`config.mk`:
```
export PLATFORM = sky130hd
export DESIGN_NAME = clock_gen
export DESIGN_NICKNAME = d
export VERILOG_FILES = /design/src/clock_gen_pkg.sv /design/src/pulse_divider.sv /design/src/clock_gen.sv
export SDC_FILE = /design/constraint.sdc
export NUM_CORES = 1
export LEC_CHECK = 0
export BUFFER_PORTS_ARGS = -buffer_cell sky130_fd_sc_hd__buf_2
export CORE_MARGIN = 2
export CORE_UTILIZATION = 45
export CTS_BUF_LIST = sky130_fd_sc_hd__clkbuf_8
export DETAILED_ROUTE_END_ITERATION = 10
export MAX_ROUTING_LAYER = met4
export PLACE_DENSITY = 0.74
export SLEW_MARGIN = 20
export SYNTH_ARGS = -nofsm -noshare
export SYNTH_HDL_FRONTEND = slang
export SYNTH_HIERARCHICAL = 1
export SYNTH_SLANG_ARGS = --single-unit
```
`constraint.sdc`:
```
create_clock -name aclk -period 8.6 [get_ports aclk]
set_input_delay 0.86 -clock aclk [delete_from_list [all_inputs] [get_ports aclk]]
set_output_delay 0.86 -clock aclk [all_outputs]
set_load 0.03 [all_outputs]
```
`src/clock_gen_pkg.sv`:
```
// Constants, register layouts and mode codes of the clock generator.
// Assumes a 200 MHz system clock and 32-bit AXI4-Lite register access.
package clock_gen_pkg;
   localparam int CLK_KHZ        = 200000;
   localparam int INT_REF_KHZ    = 32;
   localparam int T_IREFST_US    = 100;
   localparam int F_LOC_LOW_KHZ  = 25;
   localparam int F_LOC_HIGH_KHZ = 500;
   localparam int LOC_HIGH_CYC   = CLK_KHZ / F_LOC_HIGH_KHZ;
   localparam int OSC_INIT_EDGES = 1024;
   localparam int LOCK_TICKS     = 16;
   localparam int LOCK_TOL       = 2;
   localparam int FLL_MULT       = 1024;
   localparam int VCO_STEP_SHIFT = 2;
   localparam int BUS_RATIO      = 2;

   localparam logic [7:0] OFS_CTRL_ONE   = 8'h00;
   localparam logic [7:0] OFS_CTRL_TWO   = 8'h04;
   localparam logic [7:0] OFS_CTRL_THREE = 8'h08;
   localparam logic [7:0] OFS_STATUS     = 8'h0c;
   localparam logic [7:0] OFS_TRIM       = 8'h10;
   localparam logic [7:0] OFS_RST_STATUS = 8'h14;
   localparam int         LOC_BIT        = 2;

   localparam logic [1:0] RESP_OKAY   = 2'h0;
   localparam logic [1:0] RESP_DECERR = 2'h3;

   localparam logic [1:0] CLOCK_SELECT_LOOP = 2'h0;
   localparam logic [1:0] CLOCK_SELECT_INT  = 2'h1;
   localparam logic [1:0] CLOCK_SELECT_EXT  = 2'h2;
   localparam logic [1:0] CLOCK_SELECT_STATUS_PLL = 2'h3;
   localparam logic [1:0] BUS_DIVIDER_ONE  = 2'h0;
   localparam logic [1:0] BUS_DIVIDER_TWO  = 2'h1;
   localparam logic [2:0] FF_MIN_REFERENCE_DIVIDER_ONE = 3'h2;
   localparam logic [2:0] FF_MIN_REFERENCE_DIVIDER_TWO = 3'h3;

   typedef struct packed {
      logic [1:0] clock_select;
      logic [2:0] reference_divider;
      logic       internal_ref_select;
      logic       int_ref_out_enable;
      logic       int_ref_stop_enable;
   } ctrl_one_t;

   typedef struct packed {
      logic [1:0] bus_divider;
      logic       range_high;
      logic       high_gain;
      logic       low_power;
      logic       crystal_select;
      logic       ext_ref_out_enable;
      logic       ext_ref_stop_enable;
   } ctrl_two_t;

   typedef struct packed {
      logic       spare_hi;
      logic       pll_select;
      logic       clock_monitor_enable;
      logic       spare_lo;
      logic [3:0] vco_multiplier;
   } ctrl_three_t;

   typedef struct packed {
      logic       spare;
      logic       lock;
      logic       pll_select_status;
      logic       internal_ref_status;
      logic [1:0] clock_select_status;
      logic       oscillator_ready_flag;
      logic       fine_trim_bit;
   } status_t;

   localparam ctrl_one_t   CTRL_ONE_RST   = 8'h04;
   localparam ctrl_two_t   CTRL_TWO_RST   = 8'h40;
   localparam ctrl_three_t CTRL_THREE_RST = 8'h01;
   localparam status_t     STATUS_RST     = 8'h10;
   localparam logic [7:0]  TRIM_RST       = 8'h80;

   typedef enum logic [2:0] {
      fll_engaged_internal,
      fll_engaged_external,
      fll_bypassed_internal,
      fll_bypassed_external,
      pll_engaged_external,
      pll_bypassed_external,
      low_power_internal_bypass,
      low_power_external_bypass
   } mode_t;
endpackage

```
`src/pulse_divider.sv`:
```
// Divides a stream of one-cycle enable pulses by a run-time ratio.
// Assumes tick_in and ratio are synchronous to aclk.
module pulse_divider
   import clock_gen_pkg::*;
#(
   parameter int W = 16
) (
   input  wire logic         aclk,
   input  wire logic         aresetn,
   input  wire logic         tick_in,
   input  wire logic [W-1:0] ratio,
   output logic              tick_out
);
   typedef struct packed {
      logic [W-1:0] cnt;
   } div_state_t;

   div_state_t s_r;
   div_state_t s_nxt;
   logic       last;

   // Ratio of zero behaves as one
   assign last     = ((s_r.cnt + W'(1)) >= ratio);
   assign tick_out = tick_in & last;

   always_comb begin
      s_nxt = s_r;
      if (!aresetn) begin
         s_nxt.cnt = '0;
      end else if (tick_in) begin
         s_nxt.cnt = last ? '0 : s_r.cnt + W'(1);
      end
   end

   always_ff @(posedge aclk) begin
      s_r <= s_nxt;
   end
endmodule

```
`src/clock_gen.sv`:
```
// Clock generator core: references, loop model, mode switch, registers.
// Assumes synchronous inputs and an AXI4-Lite master on aclk.
//
// The register offsets and the AXI4-Lite register port were chosen for this implementation.
module clock_gen
   import clock_gen_pkg::*;
#(
   parameter int CNT_W       = 16,
   parameter int IREFST_CYC  = (T_IREFST_US * CLK_KHZ + 999) / 1000,
   parameter int INT_REF_DIV = CLK_KHZ / INT_REF_KHZ,
   parameter int LOC_LOW_CYC = CLK_KHZ / F_LOC_LOW_KHZ
) (
   input  wire logic        aclk,
   input  wire logic        aresetn,
   input  wire logic        power_on_resetn,
   input  wire logic [7:0]  awaddr,
   input  wire logic        awvalid,
   output logic             awready,
   input  wire logic [31:0] wdata,
   input  wire logic [3:0]  wstrb,
   input  wire logic        wvalid,
   output logic             wready,
   output logic [1:0]       bresp,
   output logic             bvalid,
   input  wire logic        bready,
   input  wire logic [7:0]  araddr,
   input  wire logic        arvalid,
   output logic             arready,
   output logic [31:0]      rdata,
   output logic [1:0]       rresp,
   output logic             rvalid,
   input  wire logic        rready,
   input  wire logic        ext_ref_in,
   input  wire logic        stop_request,
   output logic             ext_osc_enable,
   output logic             ext_ref_clock_out,
   output logic             int_ref_clock_out,
   output logic             fixed_freq_clock_out,
   output logic             fixed_freq_valid,
   output logic             generator_output_clock,
   output logic             bus_clock_out,
   output logic             loss_reset_request,
   output mode_t            current_mode
);
   typedef struct packed {
      ctrl_one_t        c1;
      ctrl_two_t        c2;
      ctrl_three_t      c3;
      status_t          st;
      logic [7:0]       trim;
      logic             loc_flag;
      logic             aw_got;
      logic [7:0]       aw_addr;
      logic             w_got;
      logic [7:0]       w_byte;
      logic             w_lane;
      logic             bvalid;
      logic [1:0]       bresp;
      logic             rvalid;
      logic [7:0]       rbyte;
      logic [1:0]       rresp;
      logic [CNT_W-1:0] irefst_cnt;
      logic             iref_stable;
      logic [CNT_W-1:0] osc_cnt;
      logic [CNT_W-1:0] loc_cnt;
      logic [CNT_W-1:0] per_cnt;
      logic [CNT_W-1:0] per_prev;
      logic [CNT_W:0]   acc;
      logic [7:0]       lock_cnt;
      logic             ext_prev;
      logic             ext_out;
      logic             int_out;
      logic             ff_out;
      logic             ff_ok;
      logic             gen_out;
      logic             bus_out;
      logic             loc_rst;
      mode_t            mode;
   } state_t;

   state_t           s_r;
   state_t           s_nxt;
   logic             run;
   logic             ext_tick;
   logic             ext_mode;
   logic             ext_want;
   logic             ext_run;
   logic             ext_ok;
   logic             int_on;
   logic             int_tick;
   logic             ref_src;
   logic             rtick;
   logic             low_power;
   logic             loop_on;
   logic [CNT_W:0]   mult;
   logic [CNT_W:0]   acc_sum;
   logic             loop_tick;
   logic             src_tick;
   logic             gen_tick;
   logic             bus_tick;
   logic [CNT_W-1:0] loc_limit;
   logic             per_stable;

   assign run      = ~stop_request;
   assign ext_tick = ext_ref_in & ~s_r.ext_prev;
   assign ext_mode = ~s_r.st.internal_ref_status
                   | (s_r.st.clock_select_status == CLOCK_SELECT_EXT);
   assign ext_want = s_r.c2.ext_ref_out_enable | ext_mode
                   | ~s_r.c1.internal_ref_select
                   | (s_r.c1.clock_select == CLOCK_SELECT_EXT);
   // In stop only the stop-enabled output or an external mode keeps it
   assign ext_run  = run ? ext_want
                   : ((s_r.c2.ext_ref_out_enable
                       & s_r.c2.ext_ref_stop_enable) | ext_mode);
   assign ext_ok   = ext_run & (~s_r.c2.crystal_select
                   | s_r.st.oscillator_ready_flag);
   assign int_on   = run | (s_r.c1.int_ref_out_enable
                   & s_r.c1.int_ref_stop_enable);
   // Loop reference never comes from outside while internal reference status is set
   assign ref_src  = s_r.st.internal_ref_status ? int_tick
                   : (ext_tick & ext_ok);
   assign low_power = s_r.c2.low_power
                    & ((s_r.st.clock_select_status == CLOCK_SELECT_INT)
                    | (s_r.st.clock_select_status == CLOCK_SELECT_EXT));
   // Loop keeps running while bypassed unless low power is asked
   assign loop_on  = run & s_r.iref_stable & ~low_power;
   assign mult     = s_r.st.pll_select_status
                   ? (CNT_W+1)'({s_r.c3.vco_multiplier, 2'b00})
                   : (CNT_W+1)'(FLL_MULT);
   assign acc_sum  = s_r.acc + mult;
   // Phase accumulator gives mult loop ticks per reference period
   assign loop_tick = loop_on & (s_r.per_prev != '0)
                    & (acc_sum >= {1'b0, s_r.per_prev});
   assign loc_limit = s_r.c2.range_high ? CNT_W'(LOC_HIGH_CYC)
                    : CNT_W'(LOC_LOW_CYC);
   assign per_stable =
      ({1'b0, s_r.per_cnt} <= ({1'b0, s_r.per_prev}
                               + (CNT_W+1)'(LOCK_TOL)))
      && (({1'b0, s_r.per_cnt} + (CNT_W+1)'(LOCK_TOL))
          >= {1'b0, s_r.per_prev});

   always_comb begin
      case (s_r.st.clock_select_status)
         CLOCK_SELECT_INT: src_tick = int_tick;
         CLOCK_SELECT_EXT: src_tick = ext_tick & ext_ok;
         default:  src_tick = loop_tick;
      endcase
   end

   pulse_divider #(.W(CNT_W)) u_int_div (
      .aclk     (aclk),
      .aresetn  (aresetn & power_on_resetn),
      .tick_in  (int_on),
      .ratio    (CNT_W'(INT_REF_DIV)),
      .tick_out (int_tick)
   );

   pulse_divider #(.W(CNT_W)) u_ref_div (
      .aclk     (aclk),
      .aresetn  (aresetn & power_on_resetn),
      .tick_in  (ref_src & run),
      .ratio    (CNT_W'(1) << s_r.c1.reference_divider),
      .tick_out (rtick)
   );

   pulse_divider #(.W(CNT_W)) u_gen_div (
      .aclk     (aclk),
      .aresetn  (aresetn & power_on_resetn),
      .tick_in  (src_tick & run),
      .ratio    (CNT_W'(1) << s_r.c2.bus_divider),
      .tick_out (gen_tick)
   );

   pulse_divider #(.W(CNT_W)) u_bus_div (
      .aclk     (aclk),
      .aresetn  (aresetn & power_on_resetn),
      .tick_in  (gen_tick),
      .ratio    (CNT_W'(BUS_RATIO)),
      .tick_out (bus_tick)
   );

   always_comb begin
      logic [1:0] tgt;
      logic       avail;
      logic       relock;
      logic [7:0] idx;
      tgt    = s_r.st.clock_select_status;
      avail  = 1'b0;
      relock = 1'b0;
      idx    = {s_r.aw_addr[7:2], 2'b00};
      s_nxt  = s_r;
      s_nxt.ext_prev = ext_ref_in;
      s_nxt.loc_rst  = 1'b0;

      // Register bus, write side
      if (awvalid && awready) begin
         s_nxt.aw_got  = 1'b1;
         s_nxt.aw_addr = awaddr;
      end
      if (wvalid && wready) begin
         s_nxt.w_got  = 1'b1;
         s_nxt.w_byte = wdata[7:0];
         s_nxt.w_lane = wstrb[0];
      end
      if (s_r.bvalid && bready) begin
         s_nxt.bvalid = 1'b0;
      end
      if (s_r.aw_got && s_r.w_got && !s_r.bvalid) begin
         s_nxt.aw_got = 1'b0;
         s_nxt.w_got  = 1'b0;
         s_nxt.bvalid = 1'b1;
         s_nxt.bresp  = RESP_OKAY;
         case (idx)
            OFS_CTRL_ONE: if (s_r.w_lane) s_nxt.c1 = s_r.w_byte;
            OFS_CTRL_TWO: if (s_r.w_lane) s_nxt.c2 = s_r.w_byte;
            OFS_CTRL_THREE: if (s_r.w_lane) s_nxt.c3 = s_r.w_byte;
            OFS_STATUS: begin
               if (s_r.w_lane) s_nxt.st.fine_trim_bit = s_r.w_byte[0];
            end
            OFS_TRIM: if (s_r.w_lane) s_nxt.trim = s_r.w_byte;
            OFS_RST_STATUS: begin
               if (s_r.w_lane && s_r.w_byte[LOC_BIT]) begin
                  s_nxt.loc_flag = 1'b0;
               end
            end
            default: s_nxt.bresp = RESP_DECERR;
         endcase
      end

      // Register bus, read side
      if (s_r.rvalid && rready) begin
         s_nxt.rvalid = 1'b0;
      end
      if (arvalid && arready) begin
         s_nxt.rvalid = 1'b1;
         s_nxt.rresp  = RESP_OKAY;
         case ({araddr[7:2], 2'b00})
            OFS_CTRL_ONE:   s_nxt.rbyte = s_r.c1;
            OFS_CTRL_TWO:   s_nxt.rbyte = s_r.c2;
            OFS_CTRL_THREE: s_nxt.rbyte = s_r.c3;
            OFS_STATUS:     s_nxt.rbyte = s_r.st;
            OFS_TRIM:       s_nxt.rbyte = s_r.trim;
            OFS_RST_STATUS: begin
               s_nxt.rbyte = 8'(s_r.loc_flag) << LOC_BIT;
            end
            default: begin
               s_nxt.rbyte = 8'h00;
               s_nxt.rresp = RESP_DECERR;
            end
         endcase
      end

      // Internal reference settling after reset
      if (!s_r.iref_stable) begin
         if (s_r.irefst_cnt >= CNT_W'(IREFST_CYC - 1)) begin
            s_nxt.iref_stable = 1'b1;
         end else begin
            s_nxt.irefst_cnt = s_r.irefst_cnt + CNT_W'(1);
         end
      end

      // Oscillator start-up count
      if (ext_run && s_r.c2.crystal_select) begin
         if (ext_tick && !s_r.st.oscillator_ready_flag) begin
            if (s_r.osc_cnt >= CNT_W'(OSC_INIT_EDGES - 1)) begin
               s_nxt.st.oscillator_ready_flag = 1'b1;
            end else begin
               s_nxt.osc_cnt = s_r.osc_cnt + CNT_W'(1);
            end
         end
      end else begin
         s_nxt.osc_cnt = '0;
         s_nxt.st.oscillator_ready_flag = 1'b0;
      end

      // Reference switch completes on a tick of the new reference
      if (s_r.c1.internal_ref_select != s_r.st.internal_ref_status) begin
         if (s_r.c1.internal_ref_select ? int_tick
                                         : (ext_tick & ext_ok)) begin
            s_nxt.st.internal_ref_status = s_r.c1.internal_ref_select;
            relock = 1'b1;
         end
      end

      // Loop select completes once the new loop gets a reference tick
      if ((s_r.c3.pll_select != s_r.st.pll_select_status) && rtick) begin
         s_nxt.st.pll_select_status = s_r.c3.pll_select;
         relock = 1'b1;
      end

      // Clock select, switched only to an available source
      case (s_r.c1.clock_select)
         CLOCK_SELECT_LOOP: begin
            tgt   = s_r.st.pll_select_status ? CLOCK_SELECT_STATUS_PLL
                                             : CLOCK_SELECT_LOOP;
            avail = s_r.st.lock & loop_tick
                  & (s_r.c3.pll_select
                     == s_r.st.pll_select_status);
         end
         CLOCK_SELECT_INT: begin
            tgt   = CLOCK_SELECT_INT;
            avail = int_tick;
         end
         CLOCK_SELECT_EXT: begin
            tgt   = CLOCK_SELECT_EXT;
            avail = ext_tick & ext_ok;
         end
         default: begin
            tgt   = s_r.st.clock_select_status;
            avail = 1'b0;
         end
      endcase
      if ((tgt != s_r.st.clock_select_status) && avail) begin
         s_nxt.st.clock_select_status = tgt;
      end

      // Loop model: period measurement, lock, frequency synthesis
      if (!loop_on || relock) begin
         s_nxt.per_cnt  = '0;
         s_nxt.per_prev = '0;
         s_nxt.acc      = '0;
         s_nxt.lock_cnt = 8'h00;
         s_nxt.st.lock  = 1'b0;
      end else begin
         if (s_r.per_cnt != '1) begin
            s_nxt.per_cnt = s_r.per_cnt + CNT_W'(1);
         end
         if (rtick) begin
            s_nxt.per_cnt  = '0;
            s_nxt.per_prev = s_r.per_cnt;
            if (per_stable && (s_r.per_prev != '0)) begin
               if (s_r.lock_cnt >= 8'(LOCK_TICKS - 1)) begin
                  s_nxt.st.lock = 1'b1;
               end else begin
                  s_nxt.lock_cnt = s_r.lock_cnt + 8'h01;
               end
            end else begin
               s_nxt.lock_cnt = 8'h00;
               s_nxt.st.lock  = 1'b0;
            end
         end
         if (s_r.per_prev != '0) begin
            s_nxt.acc = loop_tick ? acc_sum - {1'b0, s_r.per_prev}
                                  : acc_sum;
         end
      end

      // Clock monitor on the external reference
      if (s_r.c3.clock_monitor_enable && ext_run && run) begin
         if (ext_tick) begin
            s_nxt.loc_cnt = '0;
         end else if (s_r.loc_cnt < loc_limit) begin
            s_nxt.loc_cnt = s_r.loc_cnt + CNT_W'(1);
            if (s_r.loc_cnt == loc_limit - CNT_W'(1)) begin
               s_nxt.loc_rst  = 1'b1;
               s_nxt.loc_flag = 1'b1;
            end
         end
      end else begin
         s_nxt.loc_cnt = '0;
      end

      // Registered clock enables
      s_nxt.ext_out = ext_tick & ext_run
                    & s_r.c2.ext_ref_out_enable;
      s_nxt.int_out = int_tick & s_r.c1.int_ref_out_enable;
      s_nxt.ff_out  = rtick;
      s_nxt.gen_out = gen_tick;
      s_nxt.bus_out = bus_tick;
      s_nxt.ff_ok   = ~(low_power
                     | (s_r.st.clock_select_status == CLOCK_SELECT_INT)
                     | (s_r.st.clock_select_status == CLOCK_SELECT_EXT))
                    | ~(((s_r.c2.bus_divider == BUS_DIVIDER_ONE)
                         && (s_r.c1.reference_divider < FF_MIN_REFERENCE_DIVIDER_ONE))
                        || ((s_r.c2.bus_divider == BUS_DIVIDER_TWO)
                         && (s_r.c1.reference_divider
                             < FF_MIN_REFERENCE_DIVIDER_TWO)));

      case (s_r.st.clock_select_status)
         CLOCK_SELECT_LOOP: begin
            s_nxt.mode = s_r.st.internal_ref_status
                       ? fll_engaged_internal : fll_engaged_external;
         end
         CLOCK_SELECT_INT: begin
            s_nxt.mode = s_r.c2.low_power ? low_power_internal_bypass
                                          : fll_bypassed_internal;
         end
         CLOCK_SELECT_EXT: begin
            if (s_r.c2.low_power) begin
               s_nxt.mode = low_power_external_bypass;
            end else if (s_r.st.pll_select_status) begin
               s_nxt.mode = pll_bypassed_external;
            end else begin
               s_nxt.mode = fll_bypassed_external;
            end
         end
         default: s_nxt.mode = pll_engaged_external;
      endcase

      // Loss flag survives the reset it causes; set beats clear
      if (!power_on_resetn || !aresetn) begin
         s_nxt          = '0;
         s_nxt.c1       = CTRL_ONE_RST;
         s_nxt.c2       = CTRL_TWO_RST;
         s_nxt.c3       = CTRL_THREE_RST;
         s_nxt.st       = STATUS_RST;
         s_nxt.trim     = TRIM_RST;
         s_nxt.mode     = fll_engaged_internal;
         s_nxt.ext_prev = 1'b0;
         s_nxt.ff_ok    = 1'b1;
         if (power_on_resetn) begin
            s_nxt.loc_flag = s_r.loc_flag | s_r.loc_rst;
            s_nxt.trim     = s_r.trim;
            s_nxt.st.fine_trim_bit = s_r.st.fine_trim_bit;
         end
      end
   end

   always_ff @(posedge aclk) begin
      s_r <= s_nxt;
   end

   assign awready = ~s_r.aw_got & ~s_r.bvalid;
   assign wready  = ~s_r.w_got & ~s_r.bvalid;
   assign bvalid  = s_r.bvalid;
   assign bresp   = s_r.bresp;
   assign arready = ~s_r.rvalid;
   assign rvalid  = s_r.rvalid;
   assign rresp   = s_r.rresp;
   assign rdata   = {24'h000000, s_r.rbyte};

   assign ext_osc_enable         = ext_run;
   assign ext_ref_clock_out      = s_r.ext_out;
   assign int_ref_clock_out      = s_r.int_out;
   assign fixed_freq_clock_out   = s_r.ff_out;
   assign fixed_freq_valid       = s_r.ff_ok;
   assign generator_output_clock = s_r.gen_out;
   assign bus_clock_out          = s_r.bus_out;
   assign loss_reset_request     = s_r.loc_rst;
   assign current_mode           = s_r.mode;
endmodule

```
After elaboration in Yosys (flattened, before gate mapping)

Cells that the tools add are included.

Add/subtract/negate cells: 14
Multiply operators: 0
Div/mod/pow operators: 0
Order comparisons: 13
Equal/unequal tests: 24
Shifts and indexed selects: 2
Mux-type cells: 67
Bitwise logic cells: 54
Reduce and logical (&&, ||, !) cells: 57

Operators with widths:

| kind                                                                                   | count |
|---|---|
| 16-bit 2-to-1 mux                                                                      | 12 |
| 160-bit 2-to-1 mux                                                                     | 1 |
| 16-bit by 1-bit adder with 16-bit output (second input constant)                       | 8 |
| 57-bit 2-to-1 mux                                                                      | 1 |
| 17-bit 2-to-1 mux                                                                      | 3 |
| 8-bit case mux with 6 select lines                                                     | 1 |
| 8-bit 2-to-1 mux                                                                       | 5 |
| 16-bit by 2-bit adder with 17-bit output (second input constant)                       | 2 |
| 17-bit by 16-bit greater-or-equal comparator with 1-bit output                         | 2 |
| 11-bit 2-to-1 mux                                                                      | 3 |
| 16-bit greater-or-equal comparator                                                     | 2 |
| 32-bit 2-to-1 mux                                                                      | 1 |
| 1-bit 2-to-1 mux                                                                       | 25 |
| 1-bit bitwise AND                                                                      | 24 |
| 6-bit by 2-bit equality test with 1-bit output (second input constant)                 | 4 |
| 6-bit by 3-bit equality test with 1-bit output (second input constant)                 | 4 |
| 10-bit 2-to-1 mux                                                                      | 2 |
| 1-bit logical AND                                                                      | 18 |
| 1-bit NOT                                                                              | 18 |
| 17-bit by 11-bit adder with 17-bit output                                              | 1 |
| 16-bit by 17-bit less-or-equal comparator with 1-bit output                            | 1 |
| 17-bit by 16-bit subtractor with 17-bit output                                         | 1 |
| 16-bit equality test                                                                   | 1 |
| 16-bit by 10-bit greater-or-equal comparator with 1-bit output (second input constant) | 1 |
| other kinds (41)                                                                       | 90 |

Bits in registers: 254
Bits in latches: 0
RAM bits: 0
Memory bits (read-only): 0
Memories kept: 0

Depth between registers and ports, before layout

Word-level depth: 16
Depth in mapped cells: 26
Mapped depth without buffers: 23

By module

Netlist, hierarchy kept.

Modules (own cells, without submodules):

| module        | times used | cells each | area each (µm²) | sequential area each (µm²) |
|---|---|---|---|---|
| clock_gen     | 1          | 1263       | 10582.6         | 3813.7 |
| pulse_divider | 4          | 170        | 1325.0          | 320.3 |

Worst setup path after synthesis

Ideal clock, no wire load.

Path kind: reg2reg
Start point: register, netlist name s_r[164]
End point: register u_bus_div/s_r[11] (netlist name)
Arrival time: 5313 ps
Path slack: 3160 ps
Cell stages (with the launch flop): 27
Clock period less this slack: 5440 ps
Path through: dfxtp_1 > clkbuf_1 > and2_1 > ha_1 > a21o_1 > a21oi_1 > nor2b_1 > o31ai_1 > nor2_1 > xor2_1 > ha_1 > and2_1 > nand2_1 > nor2_1 > o21ai_0 > a31oi_1 > buf_2 > buf_2 > nor2_1 > a211oi_1 > inv_1 > a31oi_1 > inv_1 > or4_4 > nor2_1 > xnor2_1 > nor2_1

RTL lines:

| what                   | RTL line            | text |
|---|---|---|
| end signal: assignment | pulse_divider.sv:36 | `s_r <= s_nxt;` |
| end: declaration       | pulse_divider.sv:18 | `div_state_t s_r;` |

==> flow_metrics.env <==
export IMPL_outcome="completed"
export IMPL_post_route_drc_count=0
export IMPL_hold_viol=0
export IMPL_tightest_slew_ps=1090
export IMPL_clockPowerShare_pct=49.3
export IMPL_r2r_start="s_r[164]"
export IMPL_power_switching_uw=601
export IMPL_rr_worst_depth=25
export IMPL_relSlewSlack_pct=27.4
export IMPL_grt_usage_pct=20.7
export IMPL_dr_pass1_iters=7
export IMPL_synthArstFlopShare_pct=0
export IMPL_power_density_mw_per_mm2=143
export IMPL_grt_max_degree=74
export IMPL_min_to="s_r[83]"
export IMPL_power_frac_comb_pct=3.9
export IMPL_seqPwrFrac_pct=46.9
export IMPL_vias_per_cell=5.39
export IMPL_seq_area_frac_synth_pct=32.1
export IMPL_ir_drop_uv=104
export IMPL_antenna_found_initial=2
export IMPL_cts_tree="built"
export IMPL_die_x_microns=192
export IMPL_port_buffers=58
export IMPL_wire_per_inst_microns=14.6
export IMPL_hold_slack_ps=433
export IMPL_clkSlewWorstSetupHoldPaths_ps=60
export IMPL_rsz0062_at_grt="false"
export IMPL_design_area_sq_mm=0.0176
export IMPL_hold_class="register to register"
export IMPL_period_minus_slack_ps=6440
export IMPL_synth_distinct_cells=78
export IMPL_grt_pass1_vias=13200
export IMPL_critPathRequiredTime_ps=9030
export IMPL_synth_top_area_share_pct=30.4
export IMPL_drt_initial_drc_count=684
export IMPL_initial_utilization_pct=45.9
export IMPL_syn_avg_cell_area_sq_um=8.17
export IMPL_core_rowCount=68
export IMPL_p_leak_nw=7.12
export IMPL_cts_resized=0
export IMPL_ctsHoldBuffers=0
export IMPL_dieArea_sq_mm=0.0368
export IMPL_cp_max_fo=13
export IMPL_setup_slack_ps=2160
export IMPL_fp_dieH_microns=192
export IMPL_ys_flop_type="dfxtp_1"
export IMPL_r2r_end="u_bus_div/s_r[11]"
export IMPL_via_count=13600
export IMPL_syn_inst=1943
export IMPL_netlist_area_sq_mm=0.0159
export IMPL_cts_buffers=44
export IMPL_ys_top_cells_by_area="dfxtp_1 30%, ha_1 11%, xor2_1 6.9%, nor2_1 6.8%, xnor2_1 4.7%"
export IMPL_dpl_worst_slack_ps=2290
export IMPL_crit_type="register to register"
export IMPL_hp_start="s_r[83]"
export IMPL_post_cts_buffers=0
export IMPL_setup_viol=0
export IMPL_drt_total_wl_microns=36900
export IMPL_hpwl_microns=27300
export IMPL_worstPathArrival_ps=6870
export IMPL_totalNegativeSetupSlack_ps=0
export IMPL_period_share_pct=74.9
export IMPL_start_kind="register"
export IMPL_gp_congestion=0.922
export IMPL_fin_skew_ps=36.4
export IMPL_grt_pass1_wl_microns=61500
export IMPL_clockBufferDepth=3
export IMPL_cp_end_kind="register"
export IMPL_yosysWarningCount=6
export IMPL_ys_ff_latch=250
export IMPL_cts_htree_levels=2
export IMPL_coreArea_sq_mm=0.0346
export IMPL_dp_cells=2435
export IMPL_grt_overflow_total=0
export IMPL_startpoint="s_r[164]"
export IMPL_cap_violations=0
export IMPL_post_route_util_pct=50.7
export IMPL_switching_share_pct=23.9
export IMPL_final_nets=2228
export IMPL_areaGrowthSynthToFinish_pct=10.6
export IMPL_boundaryPins=114
export IMPL_whs_path_depth=2
export IMPL_instances_no_fill=2519
export IMPL_p_int_mw=1.91
export IMPL_rrSetupSlack_ps=2160
export IMPL_ant_nets=0
export IMPL_clk_latency_ps=600
export IMPL_slew_viol_final=0
export IMPL_drive_gt1_share_pct=8.34
export IMPL_fmax_mhz=155
export IMPL_total_power_mw=2.51
export IMPL_cts_root_buf="clkbuf_8"
export IMPL_yosysTopAreaCell="dfxtp_1"
export IMPL_clock_sinks=250
export IMPL_synth_edff_count=9
export IMPL_placed_cell_area_sq_mm=0.0165
## cell families after synthesis
kind of cell,Yosys count,synth area share [%]
adders and majority gates,140,11.1
AOI/OAI and AO/OA,267,11.0
buffers and inverters,229,6.62
muxes,63,4.05
and+or+nand+nor,781,23.4
DFF,250,32.1
xor gates and xnor gates,211,11.6
other,2,0.0473
## cells in the mapped netlist (11+ instances only)
library cell    n
nor2_1        287
dfxtp_1       241
nand2_1       179
ha_1          138
xor2_1        126
inv_1         124
a21oi_1       100
xnor2_1        85
nand3_1        83
mux2i_1        62
nand4_1        51
o21ai_0        47
clkbuf_1       46
and3_1         42
buf_4          39
and2_1         27
nor3_1         24
a31oi_1        20
a21o_1         14
a211oi_1       13
nor2b_1        13
and4_1         12
nor4_1         12
buf_2          11
nand2b_1       11
## final cells by class
class                      instances  area (sq um)
clock inverter                    23           206
antenna                            2          5.00
sequential                       250          5090
timing repair buffer              67           358
fill                            3183         17100
inverter                         125           469
multi-input combinational       1538         10000
clock buffer                      59           812
tap                              455           569
## worst max-delay path by stage
stage	endpoint	depth (start not counted)
after floorplan	u_bus_div/s_r[11]	26
after global placement	s_r[14]	22
after detailed placement	s_r[14]	22
after CTS	s_r[14]	22
after global routing	u_bus_div/s_r[9]	25
final	u_bus_div/s_r[11]	25
## state kept, by name, indices dropped and copies added (netlist names), named ones only
signal,flops
s_r,162
u_bus_div/s_r,16
u_gen_div/s_r,16
u_int_div/s_r,16
u_ref_div/s_r,16
rdata,8
current_mode,3
bresp,1
bus_clock_out,1
bvalid,1
ext_ref_clock_out,1
fixed_freq_clock_out,1
fixed_freq_valid,1
generator_output_clock,1
int_ref_clock_out,1
loss_reset_request,1
rresp,1
rvalid,1
## critical path, cell delays in order, from the launching register on
cell and delay [ps]:
dfxtp_1 620, and2_1 260, ha_1 240, a21o_1 170, a21oi_1 230, nor2b_1 100, o31ai_1 580, nor2_1 160
xor2_1 190, ha_1 330, and2_1 150, nand2_1 90, nor2_1 170, o21ai_0 210, a31oi_1 320, nor2_1 90
a211oi_1 490, buf_4 290, inv_1 110, a31oi_1 160, buf_4 230, inv_1 140, or4_4 600, nor2_1 140
xnor2_1 130, nor2_1 60
## power by group through the flow
stage                     Combinational [mW]  Sequential (mW)  Clock, mW
final                                 0.0975             1.18       1.24
after global routing                   0.109             1.18       1.32
after CTS                             0.0966             1.18       1.27
after detailed placement              0.0963             1.20          0
after global placement                0.0933             1.20          0
after floorplan                       0.0818             1.20          0
## routing by layer
metal | global-route usage (%) | routed length, microns | vias to the layer above | part of all wire, %
met2 | 34.3 | 17200 | 354 | 47
met5 | - | 0 | - | 0
met1 | 24.6 | 16400 | 6392 | 44
met3 | 4.00 | 2090 | 93 | 5.7
met4 | 8.25 | 1180 | 0 | 3.2
li1 | - | - | 6743 | -
## cells in the final DEF (no fill, tap or decap), types with 58 or more instances in the layout
cell	netlist	routed
a21oi_1	100	100
buf_2	11	58
clkbuf_8	0	59
conb_1	2	76
dfxtp_1	241	241
ha_1	138	138
inv_1	124	134
mux2i_1	62	62
nand2_1	179	178
nand3_1	83	83
nor2_1	287	287
xnor2_1	85	85
xor2_1	126	126
Note: power is estimated with default switching activity, not from simulation.
